[src/design/sir_codec_cfg.svh]
// Timing counts, positions and reset values for the infrared pulse codec
`ifndef SIR_CODEC_CFG_SVH
`define SIR_CODEC_CFG_SVH

// Oversampling ticks in one bit cell
`define SIR_CELL_TICKS   16
// Cell count value at which the transmit pulse rises (7th tick)
`define SIR_PULSE_RISE   4'h7
// Cell count value at which the transmit pulse falls (10th tick)
`define SIR_PULSE_FALL   4'hA
// Cell count value at which the receive strobe fires (8th tick)
`define SIR_SAMPLE_TICK  4'h8
// Last count of a recovered zero before it returns high
`define SIR_LOW_LAST     4'hF
// Counter reset value
`define SIR_CNT_RST      4'h0
// Idle level of serial lines and recovered receive bit
`define SIR_LINE_IDLE    1'b1
// Default character bits between start and stop (data plus parity)
`define SIR_CHAR_BITS    8

`endif

[src/design/sir_codec_pkg.sv]
// Types and shared helpers of the infrared pulse codec
package sir_codec_pkg;

    // Four-bit position inside a sixteen-tick bit cell
    typedef logic [3:0] cell_cnt_t;

    // Receive bit sampler states
    typedef enum logic [0:0] {
        SMP_IDLE,
        SMP_RUN
    } sampler_e;

    // Advance a cell counter by one tick, wrapping every sixteen
    function automatic cell_cnt_t cell_next(input cell_cnt_t c);
        cell_next = c + 4'h1;
    endfunction : cell_next

endpackage : sir_codec_pkg

[src/design/sir_enc_if.sv]
// Carrier between the codec top and its pulse encoder
`timescale 1ns/100ps
interface sir_enc_if;
    logic ce;      // Clock enable, freezes state when low
    logic tick;    // One-cycle oversampling tick
    logic tx_bit;  // Serial transmit bit, high is idle
    logic pulse;   // Formed infrared pulse, registered

    modport enc (input ce, input tick, input tx_bit, output pulse);
    modport ctl (output ce, output tick, output tx_bit, input pulse);
endinterface : sir_enc_if

[src/design/sir_infrared_pulse_codec.sv]
// Serial infrared pulse codec: encoder, decoder and receive bit sampler
//
// Contract
// - Codec runs on sixteen-times-baud oversampling ticks
// - One bit: no pulse for whole cell
// - Zero bit: exactly one pulse per cell
// - Start, data, stop bits coded alike
// - Idle transmit bit: output low, counter cleared
// - Pulse rises tick seven, falls tick ten
// - Pulse repeats every cell while bit zero
// - Reset: recovered bit high, counter cleared
// - Receive falling edge lowers bit next tick
// - Recovered zero lasts sixteen ticks, then high
// - No falling edge keeps recovered bit high
// - Sample tick eight, then every sixteen
// - Positive pulses decode on trailing edge
// - Listen enable only in infrared/half-duplex mode
// - Infrared without listen stores no data
`timescale 1ns/100ps
`include "sir_codec_cfg.svh"
module sir_infrared_pulse_codec
#(
    parameter int CHAR_BITS = `SIR_CHAR_BITS  // Bits between start and stop
)
(
    input  wire logic REF_CLK,                 // 40 MHz reference clock
    input  wire logic RST_N,                   // Asynchronous reset, active low
    input  wire logic CLK_EN,                  // Clock enable, freezes all state
    input  wire logic OVERSAMPLE_CLOCK,        // One-cycle tick at 16x baud
    input  wire logic UART_TX_BIT,             // Serial transmit bit from UART
    input  wire logic TX_ACTIVE,               // UART transmitter busy
    input  wire logic INFRARED_MODE_ENABLE,    // Infrared coding selected
    input  wire logic HALF_DUPLEX_LINE_ENABLE, // Half-duplex line mode
    input  wire logic RECEIVER_LISTEN_ENABLE,  // Receive own traffic
    input  wire logic IR_RX,                   // Receive pin, asynchronous
    output logic      IR_TX,                   // Transmit pin to LED driver
    output logic      RX_BIT,                  // Recovered serial receive bit
    output logic      RX_DATA_VALID,           // Pulse: sampled character bit
    output logic      RX_DATA_BIT,             // Value of the sampled bit
    output logic      RX_FRAME_DONE,           // Pulse: stop bit sampled
    output logic      RX_FRAME_ERROR           // Stop bit was zero, held
);
    localparam int IDX_W = $clog2(CHAR_BITS + 2);  // Bit index width
    localparam logic [IDX_W-1:0] STOP_IDX = IDX_W'(CHAR_BITS + 1);

    // Transmit pin register
    logic                     tx_pin_r;   // Registered transmit pin
    logic                     tx_pin_nxt;

    // Receive pin synchroniser and edge history
    logic                     rx_s1_r;    // First stage, read by stage two only
    logic                     rx_s2_r;    // Second stage, safe to use
    logic                     rx_d_r;     // Previous synchronised level
    logic                     rx_s1_nxt;
    logic                     rx_s2_nxt;
    logic                     rx_d_nxt;
    logic                     rx_fall;    // Falling edge seen this cycle

    // Decoder state
    logic                     pend_r;     // Falling edge waiting for a tick
    logic                     dec_bit_r;  // Recovered bit, high when idle
    sir_codec_pkg::cell_cnt_t dec_cnt_r;  // Ticks spent low
    logic                     pend_nxt;
    logic                     dec_bit_nxt;
    sir_codec_pkg::cell_cnt_t dec_cnt_nxt;

    // Sampler state
    sir_codec_pkg::sampler_e  smp_st_r;   // Idle or inside a character
    sir_codec_pkg::cell_cnt_t smp_cnt_r;  // Ticks since start edge, mod 16
    logic [IDX_W-1:0]         smp_idx_r;  // Bit index, zero is start
    logic                     line_d_r;   // Previous receive line level
    logic                     vld_r;
    logic                     dbit_r;
    logic                     done_r;
    logic                     ferr_r;
    logic                     rxbit_r;
    sir_codec_pkg::sampler_e  smp_st_nxt;
    sir_codec_pkg::cell_cnt_t smp_cnt_nxt;
    logic [IDX_W-1:0]         smp_idx_nxt;
    logic                     line_d_nxt;
    logic                     vld_nxt;
    logic                     dbit_nxt;
    logic                     done_nxt;
    logic                     ferr_nxt;
    logic                     rxbit_nxt;

    // Mode decode
    logic                     rx_line;    // Line seen by the sampler
    logic                     store_ok;   // Sampled bits may be handed on
    logic                     line_fall;  // Start edge on the receive line

    sir_enc_if enc_bus ();

    // Encoder sees a forced one outside infrared mode so it stays clear
    assign enc_bus.ce     = CLK_EN;
    assign enc_bus.tick   = OVERSAMPLE_CLOCK;
    assign enc_bus.tx_bit = INFRARED_MODE_ENABLE ? UART_TX_BIT : `SIR_LINE_IDLE;

    // Pulse former for the transmit direction
    sir_pulse_encoder u_enc
    (
        .clk   (REF_CLK),
        .rst_n (RST_N),
        .enc   (enc_bus.enc)
    );

    // Transmit pin: coded pulse in infrared mode, plain bit otherwise.
    // The extra register costs one reference cycle, far below a tick.
    always_comb
    begin
        tx_pin_nxt = INFRARED_MODE_ENABLE ? enc_bus.pulse : UART_TX_BIT;
    end

    // Transmit pin register, low from reset so the LED stays dark
    always_ff @(posedge REF_CLK or negedge RST_N)
    begin
        if (!RST_N)
        begin
            tx_pin_r <= 1'b0;
        end
        else if (CLK_EN)
        begin
            tx_pin_r <= tx_pin_nxt;
        end
    end

    // Receive pin synchroniser: two flops before any logic reads it
    always_comb
    begin
        rx_s1_nxt = IR_RX;
        rx_s2_nxt = rx_s1_r;
        rx_d_nxt  = rx_s2_r;
    end

    // Synchroniser registers; idle high so reset shows no edge
    always_ff @(posedge REF_CLK or negedge RST_N)
    begin
        if (!RST_N)
        begin
            rx_s1_r <= `SIR_LINE_IDLE;
            rx_s2_r <= `SIR_LINE_IDLE;
            rx_d_r  <= `SIR_LINE_IDLE;
        end
        else if (CLK_EN)
        begin
            rx_s1_r <= rx_s1_nxt;
            rx_s2_r <= rx_s2_nxt;
            rx_d_r  <= rx_d_nxt;
        end
    end

    // Only falling edges count; a positive pulse thus decodes at its
    // trailing edge, which is still sixteen ticks from the next one
    assign rx_fall = rx_d_r & ~rx_s2_r;

    // Decoder next state
    always_comb
    begin
        pend_nxt    = pend_r;
        dec_bit_nxt = dec_bit_r;
        dec_cnt_nxt = dec_cnt_r;
        if (OVERSAMPLE_CLOCK)
        begin
            // Edge is consumed at every tick; one arriving now still counts
            pend_nxt = rx_fall;
            if (!dec_bit_r)
            begin
                if (dec_cnt_r == `SIR_LOW_LAST)
                begin
                    // Cell over: a waiting edge starts the next zero at once
                    dec_bit_nxt = ~pend_r;
                    dec_cnt_nxt = `SIR_CNT_RST;
                end
                else
                begin
                    dec_cnt_nxt = sir_codec_pkg::cell_next(dec_cnt_r);
                end
            end
            else if (pend_r)
            begin
                dec_bit_nxt = 1'b0;
                dec_cnt_nxt = `SIR_CNT_RST;
            end
        end
        else if (rx_fall)
        begin
            // Hold the edge until the next tick
            pend_nxt = 1'b1;
        end
        // Without an edge the bit never leaves high
    end

    // Decoder registers
    always_ff @(posedge REF_CLK or negedge RST_N)
    begin
        if (!RST_N)
        begin
            pend_r    <= 1'b0;
            dec_bit_r <= `SIR_LINE_IDLE;
            dec_cnt_r <= `SIR_CNT_RST;
        end
        else if (CLK_EN)
        begin
            pend_r    <= pend_nxt;
            dec_bit_r <= dec_bit_nxt;
            dec_cnt_r <= dec_cnt_nxt;
        end
    end

    // Mode decode for the receive side.
    // Listen enable matters only in infrared or half-duplex mode; in
    // half-duplex it mutes the receiver only while transmitting.
    always_comb
    begin
        rx_line  = INFRARED_MODE_ENABLE ? dec_bit_r : rx_s2_r;
        store_ok = 1'b1;
        if (INFRARED_MODE_ENABLE && !RECEIVER_LISTEN_ENABLE)
        begin
            store_ok = 1'b0;
        end
        else if (HALF_DUPLEX_LINE_ENABLE && !RECEIVER_LISTEN_ENABLE && TX_ACTIVE)
        begin
            store_ok = 1'b0;
        end
    end

    assign line_fall = line_d_r & ~rx_line;

    // Sampler next state: strobe at tick eight after the start edge and
    // every sixteen after, so a one-tick glitch between zeros is missed
    always_comb
    begin
        smp_st_nxt  = smp_st_r;
        smp_cnt_nxt = smp_cnt_r;
        smp_idx_nxt = smp_idx_r;
        line_d_nxt  = rx_line;
        vld_nxt     = 1'b0;
        dbit_nxt    = dbit_r;
        done_nxt    = 1'b0;
        ferr_nxt    = ferr_r;
        rxbit_nxt   = rx_line;
        case (smp_st_r)
            sir_codec_pkg::SMP_IDLE:
            begin
                // Start edge synchronises the strobe
                if (line_fall)
                begin
                    smp_st_nxt  = sir_codec_pkg::SMP_RUN;
                    smp_cnt_nxt = `SIR_CNT_RST;
                    smp_idx_nxt = '0;
                end
            end
            sir_codec_pkg::SMP_RUN:
            begin
                if (OVERSAMPLE_CLOCK)
                begin
                    smp_cnt_nxt = sir_codec_pkg::cell_next(smp_cnt_r);
                    if (smp_cnt_nxt == `SIR_SAMPLE_TICK)
                    begin
                        smp_idx_nxt = smp_idx_r + 1'b1;
                        if (smp_idx_r == '0)
                        begin
                            // A start bit that reads high was noise
                            if (rx_line)
                            begin
                                smp_st_nxt = sir_codec_pkg::SMP_IDLE;
                            end
                        end
                        else if (smp_idx_r == STOP_IDX)
                        begin
                            // Stop bit ends the character
                            smp_st_nxt = sir_codec_pkg::SMP_IDLE;
                            done_nxt   = store_ok;
                            if (store_ok)
                            begin
                                ferr_nxt = ~rx_line;
                            end
                        end
                        else
                        begin
                            vld_nxt  = store_ok;
                            dbit_nxt = rx_line;
                        end
                    end
                end
            end
            default:
            begin
                smp_st_nxt = sir_codec_pkg::SMP_IDLE;
            end
        endcase
    end

    // Sampler and output registers
    always_ff @(posedge REF_CLK or negedge RST_N)
    begin
        if (!RST_N)
        begin
            smp_st_r  <= sir_codec_pkg::SMP_IDLE;
            smp_cnt_r <= `SIR_CNT_RST;
            smp_idx_r <= '0;
            line_d_r  <= `SIR_LINE_IDLE;
            vld_r     <= 1'b0;
            dbit_r    <= `SIR_LINE_IDLE;
            done_r    <= 1'b0;
            ferr_r    <= 1'b0;
            rxbit_r   <= `SIR_LINE_IDLE;
        end
        else if (CLK_EN)
        begin
            smp_st_r  <= smp_st_nxt;
            smp_cnt_r <= smp_cnt_nxt;
            smp_idx_r <= smp_idx_nxt;
            line_d_r  <= line_d_nxt;
            vld_r     <= vld_nxt;
            dbit_r    <= dbit_nxt;
            done_r    <= done_nxt;
            ferr_r    <= ferr_nxt;
            rxbit_r   <= rxbit_nxt;
        end
    end

    // Outputs straight from flops
    assign IR_TX          = tx_pin_r;
    assign RX_BIT         = rxbit_r;
    assign RX_DATA_VALID  = vld_r;
    assign RX_DATA_BIT    = dbit_r;
    assign RX_FRAME_DONE  = done_r;
    assign RX_FRAME_ERROR = ferr_r;

endmodule : sir_infrared_pulse_codec

[src/design/sir_pulse_encoder.sv]
// Infrared pulse encoder: one three-tick pulse per zero bit cell
`timescale 1ns/100ps
`include "sir_codec_cfg.svh"
module sir_pulse_encoder
(
    input  wire logic clk,     // Reference clock
    input  wire logic rst_n,   // Asynchronous reset, active low
    sir_enc_if.enc    enc      // Tick, bit in, pulse out
);
    sir_codec_pkg::cell_cnt_t cnt_r;    // Ticks since the bit went low
    sir_codec_pkg::cell_cnt_t cnt_nxt;  // Next tick count
    logic                     pulse_r;  // Registered pulse
    logic                     pulse_nxt;

    // Next count and pulse level
    always_comb
    begin
        cnt_nxt   = cnt_r;
        pulse_nxt = pulse_r;
        if (enc.tx_bit)
        begin
            // Idle one: counter held clear, output held low
            cnt_nxt   = `SIR_CNT_RST;
            pulse_nxt = 1'b0;
        end
        else if (enc.tick)
        begin
            // Counter wraps at sixteen so the pulse repeats every cell
            cnt_nxt = sir_codec_pkg::cell_next(cnt_r);
            if (cnt_nxt == `SIR_PULSE_RISE)
            begin
                pulse_nxt = 1'b1;
            end
            else if (cnt_nxt == `SIR_PULSE_FALL)
            begin
                pulse_nxt = 1'b0;
            end
        end
    end

    // Registers; reset leaves no pulse in progress
    always_ff @(posedge clk or negedge rst_n)
    begin
        if (!rst_n)
        begin
            cnt_r   <= `SIR_CNT_RST;
            pulse_r <= 1'b0;
        end
        else if (enc.ce)
        begin
            cnt_r   <= cnt_nxt;
            pulse_r <= pulse_nxt;
        end
    end

    assign enc.pulse = pulse_r;

endmodule : sir_pulse_encoder

[config.mk]
export PLATFORM = sky130hd
export DESIGN_NAME = sir_infrared_pulse_codec
export DESIGN_NICKNAME = d
export VERILOG_FILES = /design/src/design/sir_codec_pkg.sv /design/src/design/sir_enc_if.sv /design/src/design/sir_infrared_pulse_codec.sv /design/src/design/sir_pulse_encoder.sv
export VERILOG_INCLUDE_DIRS = /design/src /design/src/design
export SDC_FILE = /design/constraint.sdc
export NUM_CORES = 1
export LEC_CHECK = 0
export ABC_CLOCK_PERIOD_IN_PS = 4050
export BUFFER_PORTS_ARGS = -buffer_cell sky130_fd_sc_hd__buf_2
export CAP_MARGIN = 0
export CORE_MARGIN = 4
export CORE_UTILIZATION = 55
export DETAILED_ROUTE_END_ITERATION = 6
export PLACE_DENSITY_LB_ADDON = 0.25
export SYNTH_ARGS = -nofsm -noshare
export SYNTH_HDL_FRONTEND = slang
export SYNTH_SLANG_ARGS = --single-unit
[constraint.sdc]
create_clock -name REF_CLK -period 4.05 [get_ports REF_CLK]
set_clock_uncertainty 0.05 [all_clocks]
set_input_delay 0.81 -clock REF_CLK [delete_from_list [all_inputs] [get_ports REF_CLK]]
set_output_delay 0.81 -clock REF_CLK [all_outputs]
set_load 0.02 [all_outputs]
# Word level (Yosys, flattened, before mapping)
# Cells that the tools add are included.
dict set report word_totals {
  ff_bits 29
  word_cells 97
}
dict set report classes {
  add_sub_neg 4
  eq_ne 9
  mux 42
  bitwise_logic 8
  n_reduce_logical 17
}
# op count
set op_table {}
lappend op_table {{4-bit 2-to-1 mux} 9}
lappend op_table {{1-bit 2-to-1 mux} 30}
lappend op_table {{4-bit by 1-bit adder with 4-bit output, second input constant} 4}
lappend op_table {{4-bit == test, second input constant} 4}
lappend op_table {{4-bit one-hot mux with 2 select lines} 2}
lappend op_table {{3-bit AND reduction} 3}
lappend op_table {{7-bit AND reduction} 1}
lappend op_table {{2-bit != test, second input constant} 3}
lappend op_table {{1-bit NOT} 6}
lappend op_table {{2-bit AND reduction} 3}
lappend op_table {{6-bit AND reduction} 1}
lappend op_table {{4-bit by 3-bit == test with 1-bit output, second input constant} 1}
lappend op_table {{4-bit zero test} 1}
lappend op_table {{4-bit AND reduction} 1}
lappend op_table {{2-bit nonzero test} 2}
lappend op_table {{1-bit logical AND} 3}
lappend op_table {{3-bit nonzero test} 1}
lappend op_table {{1-bit bitwise AND} 2}
lappend op_table {{2-bit by 1-bit != test with 1-bit output, second input constant} 1}
lappend op_table {{1-bit one-hot mux with 2 select lines} 1}
lappend op_table {{1-bit zero test} 1}

# Logic depth before layout (Yosys ltp)
dict set report logic_depth {
  depth_word 10
  mapped_depth 7
  mapped_depth_nobuf 7
}

# Modules after synthesis
# A second synthesis with hierarchy kept.
dict set report unflattened {
  cells_unflattened 159
  hier_area_um2 1604.0
}
# module instances cells_per_inst area_each_um2
set modules_own_cells {}
lappend modules_own_cells {sir_infrared_pulse_codec 1 124 1261.2}
lappend modules_own_cells {sir_pulse_encoder 1 35 342.8}

# Worst setup path before layout
# No wires, ideal clock.
dict set report synth_path {
  path_kind {input -> register}
  startpoint {input port INFRARED_MODE_ENABLE}
  endpoint {register smp_idx_r[3]}
  arrival_ps 1851
  slack_ps 2081
  path_stages 5
  n_path_buf 0
  path_cell_list {mux2i_2 -> a31oi_1 -> or3_1 -> or3_1 -> nand3_1}
}
dict set report synth_between {
  elab_chain_cells 5
}
# element line_no
set synth_rtl {}
lappend synth_rtl {{start: declaration} sir_infrared_pulse_codec.sv:32} ;# input wire logic INFRARED_MODE_ENABLE,
lappend synth_rtl {{1-bit 2-to-1 mux} sir_infrared_pulse_codec.sv:215} ;# rx_line = INFRARED_MODE_ENABLE ? dec_bit_r : rx_s2_r;
lappend synth_rtl {{1-bit NOT} sir_infrared_pulse_codec.sv:227} ;# assign line_fall = line_d_r & ~rx_line;
lappend synth_rtl {{1-bit bitwise AND} sir_infrared_pulse_codec.sv:227}
lappend synth_rtl {{2-bit != test (no line)} -}
lappend synth_rtl {{4-bit AND reduction (no line)} -}
lappend synth_rtl {{end signal: assignment} sir_infrared_pulse_codec.sv:313} ;# smp_idx_r <= smp_idx_nxt;
lappend synth_rtl {{end: declaration} sir_infrared_pulse_codec.sv:70} ;# logic [IDX_W-1:0] smp_idx_r;
# Every way passes these cells.
# A chain may end at the register's enable or synchronous reset.

# Final worst setup path
# Ends and elaborated chain as after synthesis.

==> results.sh <==
export IMPL_status="complete, no violations"
export IMPL_route_detailed_drc=0
export IMPL_path_clk_slew_ns=0.10
export IMPL_seq_area_frac_synth=0.455
export IMPL_grt_overflow_total=0
export IMPL_grt_pass1_vias=1293
export IMPL_p_leak_nw=0.788
export IMPL_layout_common_cells="23 x dfrtp_1, 18 x nand2_1, 15 x buf_2, 13 x inv_1, 10 x o21ai_1"
export IMPL_tns_ns=0
export IMPL_synth_seq_cells=29
export IMPL_total_power_mw=0.898
export IMPL_end_kind="register"
export IMPL_synth_top_area_share=0.357
export IMPL_synthesis_area_um2=1610
export IMPL_mostFrequentLayoutCell="dfrtp_1"
export IMPL_path_common_cell="or3_1"
export IMPL_htreeDepth=2
export IMPL_async_flop_share=1.00
export IMPL_hold_viol=0
export IMPL_ys_warn_count=0
export IMPL_cts_setup_buffers=0
export IMPL_synth_top_area_cell="dfrtp_1"
export IMPL_synth_edf_count=0
export IMPL_antenna_found_initial=0
export IMPL_max_slew_margin_rel=0.371
export IMPL_required_ns=4.28
export IMPL_viasPerCell=5.94
export IMPL_path_class="input port to register"
export IMPL_wl_per_cell_um=15.4
export IMPL_final_area_um2=1750
export IMPL_core_area_um2=2780
export IMPL_tightest_slew_ns=0.939
export IMPL_finalWirelength_mm=3.31
export IMPL_crit_path_max_incr_delay_ns=0.43
export IMPL_vdd_drop_max_v=0.000362
export IMPL_die_w_um=62.1
export IMPL_fin_util=0.630
export IMPL_cts_hold_buf=0
export IMPL_period_needed_ns=2.28
export IMPL_cts_root_buf="clkbuf_4"
export IMPL_cts_resized=0
export IMPL_first_pass_iters=5
export IMPL_dpl_cell_area_um2=1700
export IMPL_ys_types=42
export IMPL_ios=16
export IMPL_first_iter_violations=77
export IMPL_numClockSinks=29
export IMPL_startpoint_type="input port"
export IMPL_nets=202
export IMPL_slew_viol_final=0
export IMPL_fin_crit_sh=0.563
export IMPL_fp_dieH_um=62.1
export IMPL_grt_max_degree=30
export IMPL_arrival_ns=2.51
export IMPL_grt_pass1_wl_mm=5.87
export IMPL_syn_nets=186
export IMPL_max_freq_mhz=438
export IMPL_ant_nets=0
export IMPL_postSynthCellCount=167
export IMPL_crit_fanout=12
export IMPL_routed_via_count=1278
export IMPL_rsz0062_at_grt="no"
export IMPL_crit_slowest_cell="or3_1"
export IMPL_diodes=0
export IMPL_cts_tree="built"
export IMPL_row_count=19
export IMPL_hold_path_class="register to register"
export IMPL_ys_dominant_reg_cell="dfrtp_1"
export IMPL_setup_violations_final=0
export IMPL_initial_core_util=0.579
export IMPL_cts_buffer_depth=2
export IMPL_grt_usage=0.186
export IMPL_syn_avg_cell_area_um2=9.65
export IMPL_fillCellCount=233
export IMPL_drive_gt1_frac=0.174
export IMPL_dp_hpwl_mm=2.38
export IMPL_synthTopCellsByArea="dfrtp_1 36%, dfstp_2 9.8%, ha_1 7.0%"
export IMPL_io_buffers=15
export IMPL_cts_made_buffers=5
export IMPL_cp_cell_sequence="buf_2 -> mux2i_2 -> a31oi_1 -> or3_1 -> or3_1 -> nand3_1"
export IMPL_clk_latency_ns=0.33
export IMPL_syn2layout_area_growth_pct=8.70
export IMPL_pwr_density_cell_nw_per_um2=513
export IMPL_die_area_um2=3860
export IMPL_place_gp_congestion=0.782
export IMPL_cap_violations=0
-- logic make-up after synthesis --
kind of cell    after synthesis  synth area share
compound gates               44             0.180
xor+xnor                      2            0.0109
fa+ha+maj                     9            0.0699
buf+inv                      19            0.0481
flops                        29             0.455
mux                           9            0.0613
simple gates                 55             0.175
-- cells in the mapped netlist (4+ instances only) --
cell type and count:
nand2_1 18, o21ai_0 4, a21oi_1 9, dfstp_2 6, nor2_1 5, or3_1 4
inv_1 13, ha_1 9, mux2i_1 4, nand3_1 9, o21ai_1 10, dfrtp_1 23
o211ai_1 4
-- sequential cells by signal (all words and copies together), names as in the netlist, 4 cells and up --
signal and flops:
smp_cnt_r 4, smp_idx_r 4, u_enc.cnt_r 4, dec_cnt_r 4
-- metrics by stage --
step	hold WS, ns	setup slack (ns)	cells
after floorplan	0.359	2.08	167
after global placement	0.380	1.55	207
after detailed placement	0.389	1.45	207
after CTS	0.402	1.82	215
after global routing	0.427	1.67	215
final	0.410	1.77	215
-- layer usage --
layer  wire, um  track usage
met1       1510        0.237
met2       1590        0.282
met3        136       0.0631
met4         61       0.0840
met5          0            0
-- report_power, final --
group | leakage (nW) | total, mW | switching, mW | internal, mW
Combinational | 0.400 | 0.276 | 0.147 | 0.129
Clock | 0.0310 | 0.172 | 0.107 | 0.0653
Sequential | 0.358 | 0.450 | 0.0889 | 0.361
-- cell type report --
cell class | count | area [um^2] | area share
Multi-Input combinational cell | 119 | 801 | 0.457
Timing Repair Buffer | 15 | 75.1 | 0.0429
Inverter | 13 | 48.8 | 0.0279
Clock buffer | 5 | 37.5 | 0.0214
Clock inverter | 3 | 17.5 | 0.0100
Sequential cell | 29 | 733 | 0.419
Tap cell | 31 | 38.8 | 0.0221
-- worst paths after layout --
| check | slack [ns] | from | depth (start not counted) | end |
|---|---|---|---|---|
| max in group asynchronous | 3.10 | RST_N | 1 | smp_idx_r[0]$_DFFE_PN0P_ |
| min reg2reg | 0.41 | pend_r$_DFFE_PN0P_ | 1 | dec_bit_r$_DFFE_PN1P_ |
| min | 0.41 | pend_r$_DFFE_PN0P_ | 1 | dec_bit_r$_DFFE_PN1P_ |
| max | 1.77 | INFRARED_MODE_ENABLE | 6 | smp_idx_r[3]$_DFFE_PN0P_ |
| max reg2reg | 1.96 | dec_bit_r$_DFFE_PN1P_ | 5 | smp_cnt_r[3]$_DFFE_PN0P_ |
| min in group asynchronous | 0.44 | RST_N | 1 | u_enc.cnt_r[0]$_DFFE_PN0P_ |
-- critical path: cells and delay by family --
family          cells  cell delay [ns]
buf+inv             1             0.15
simple gates        3             0.83
compound gates      1             0.38
mux                 1             0.34
(Power assumes the default switching activity.)
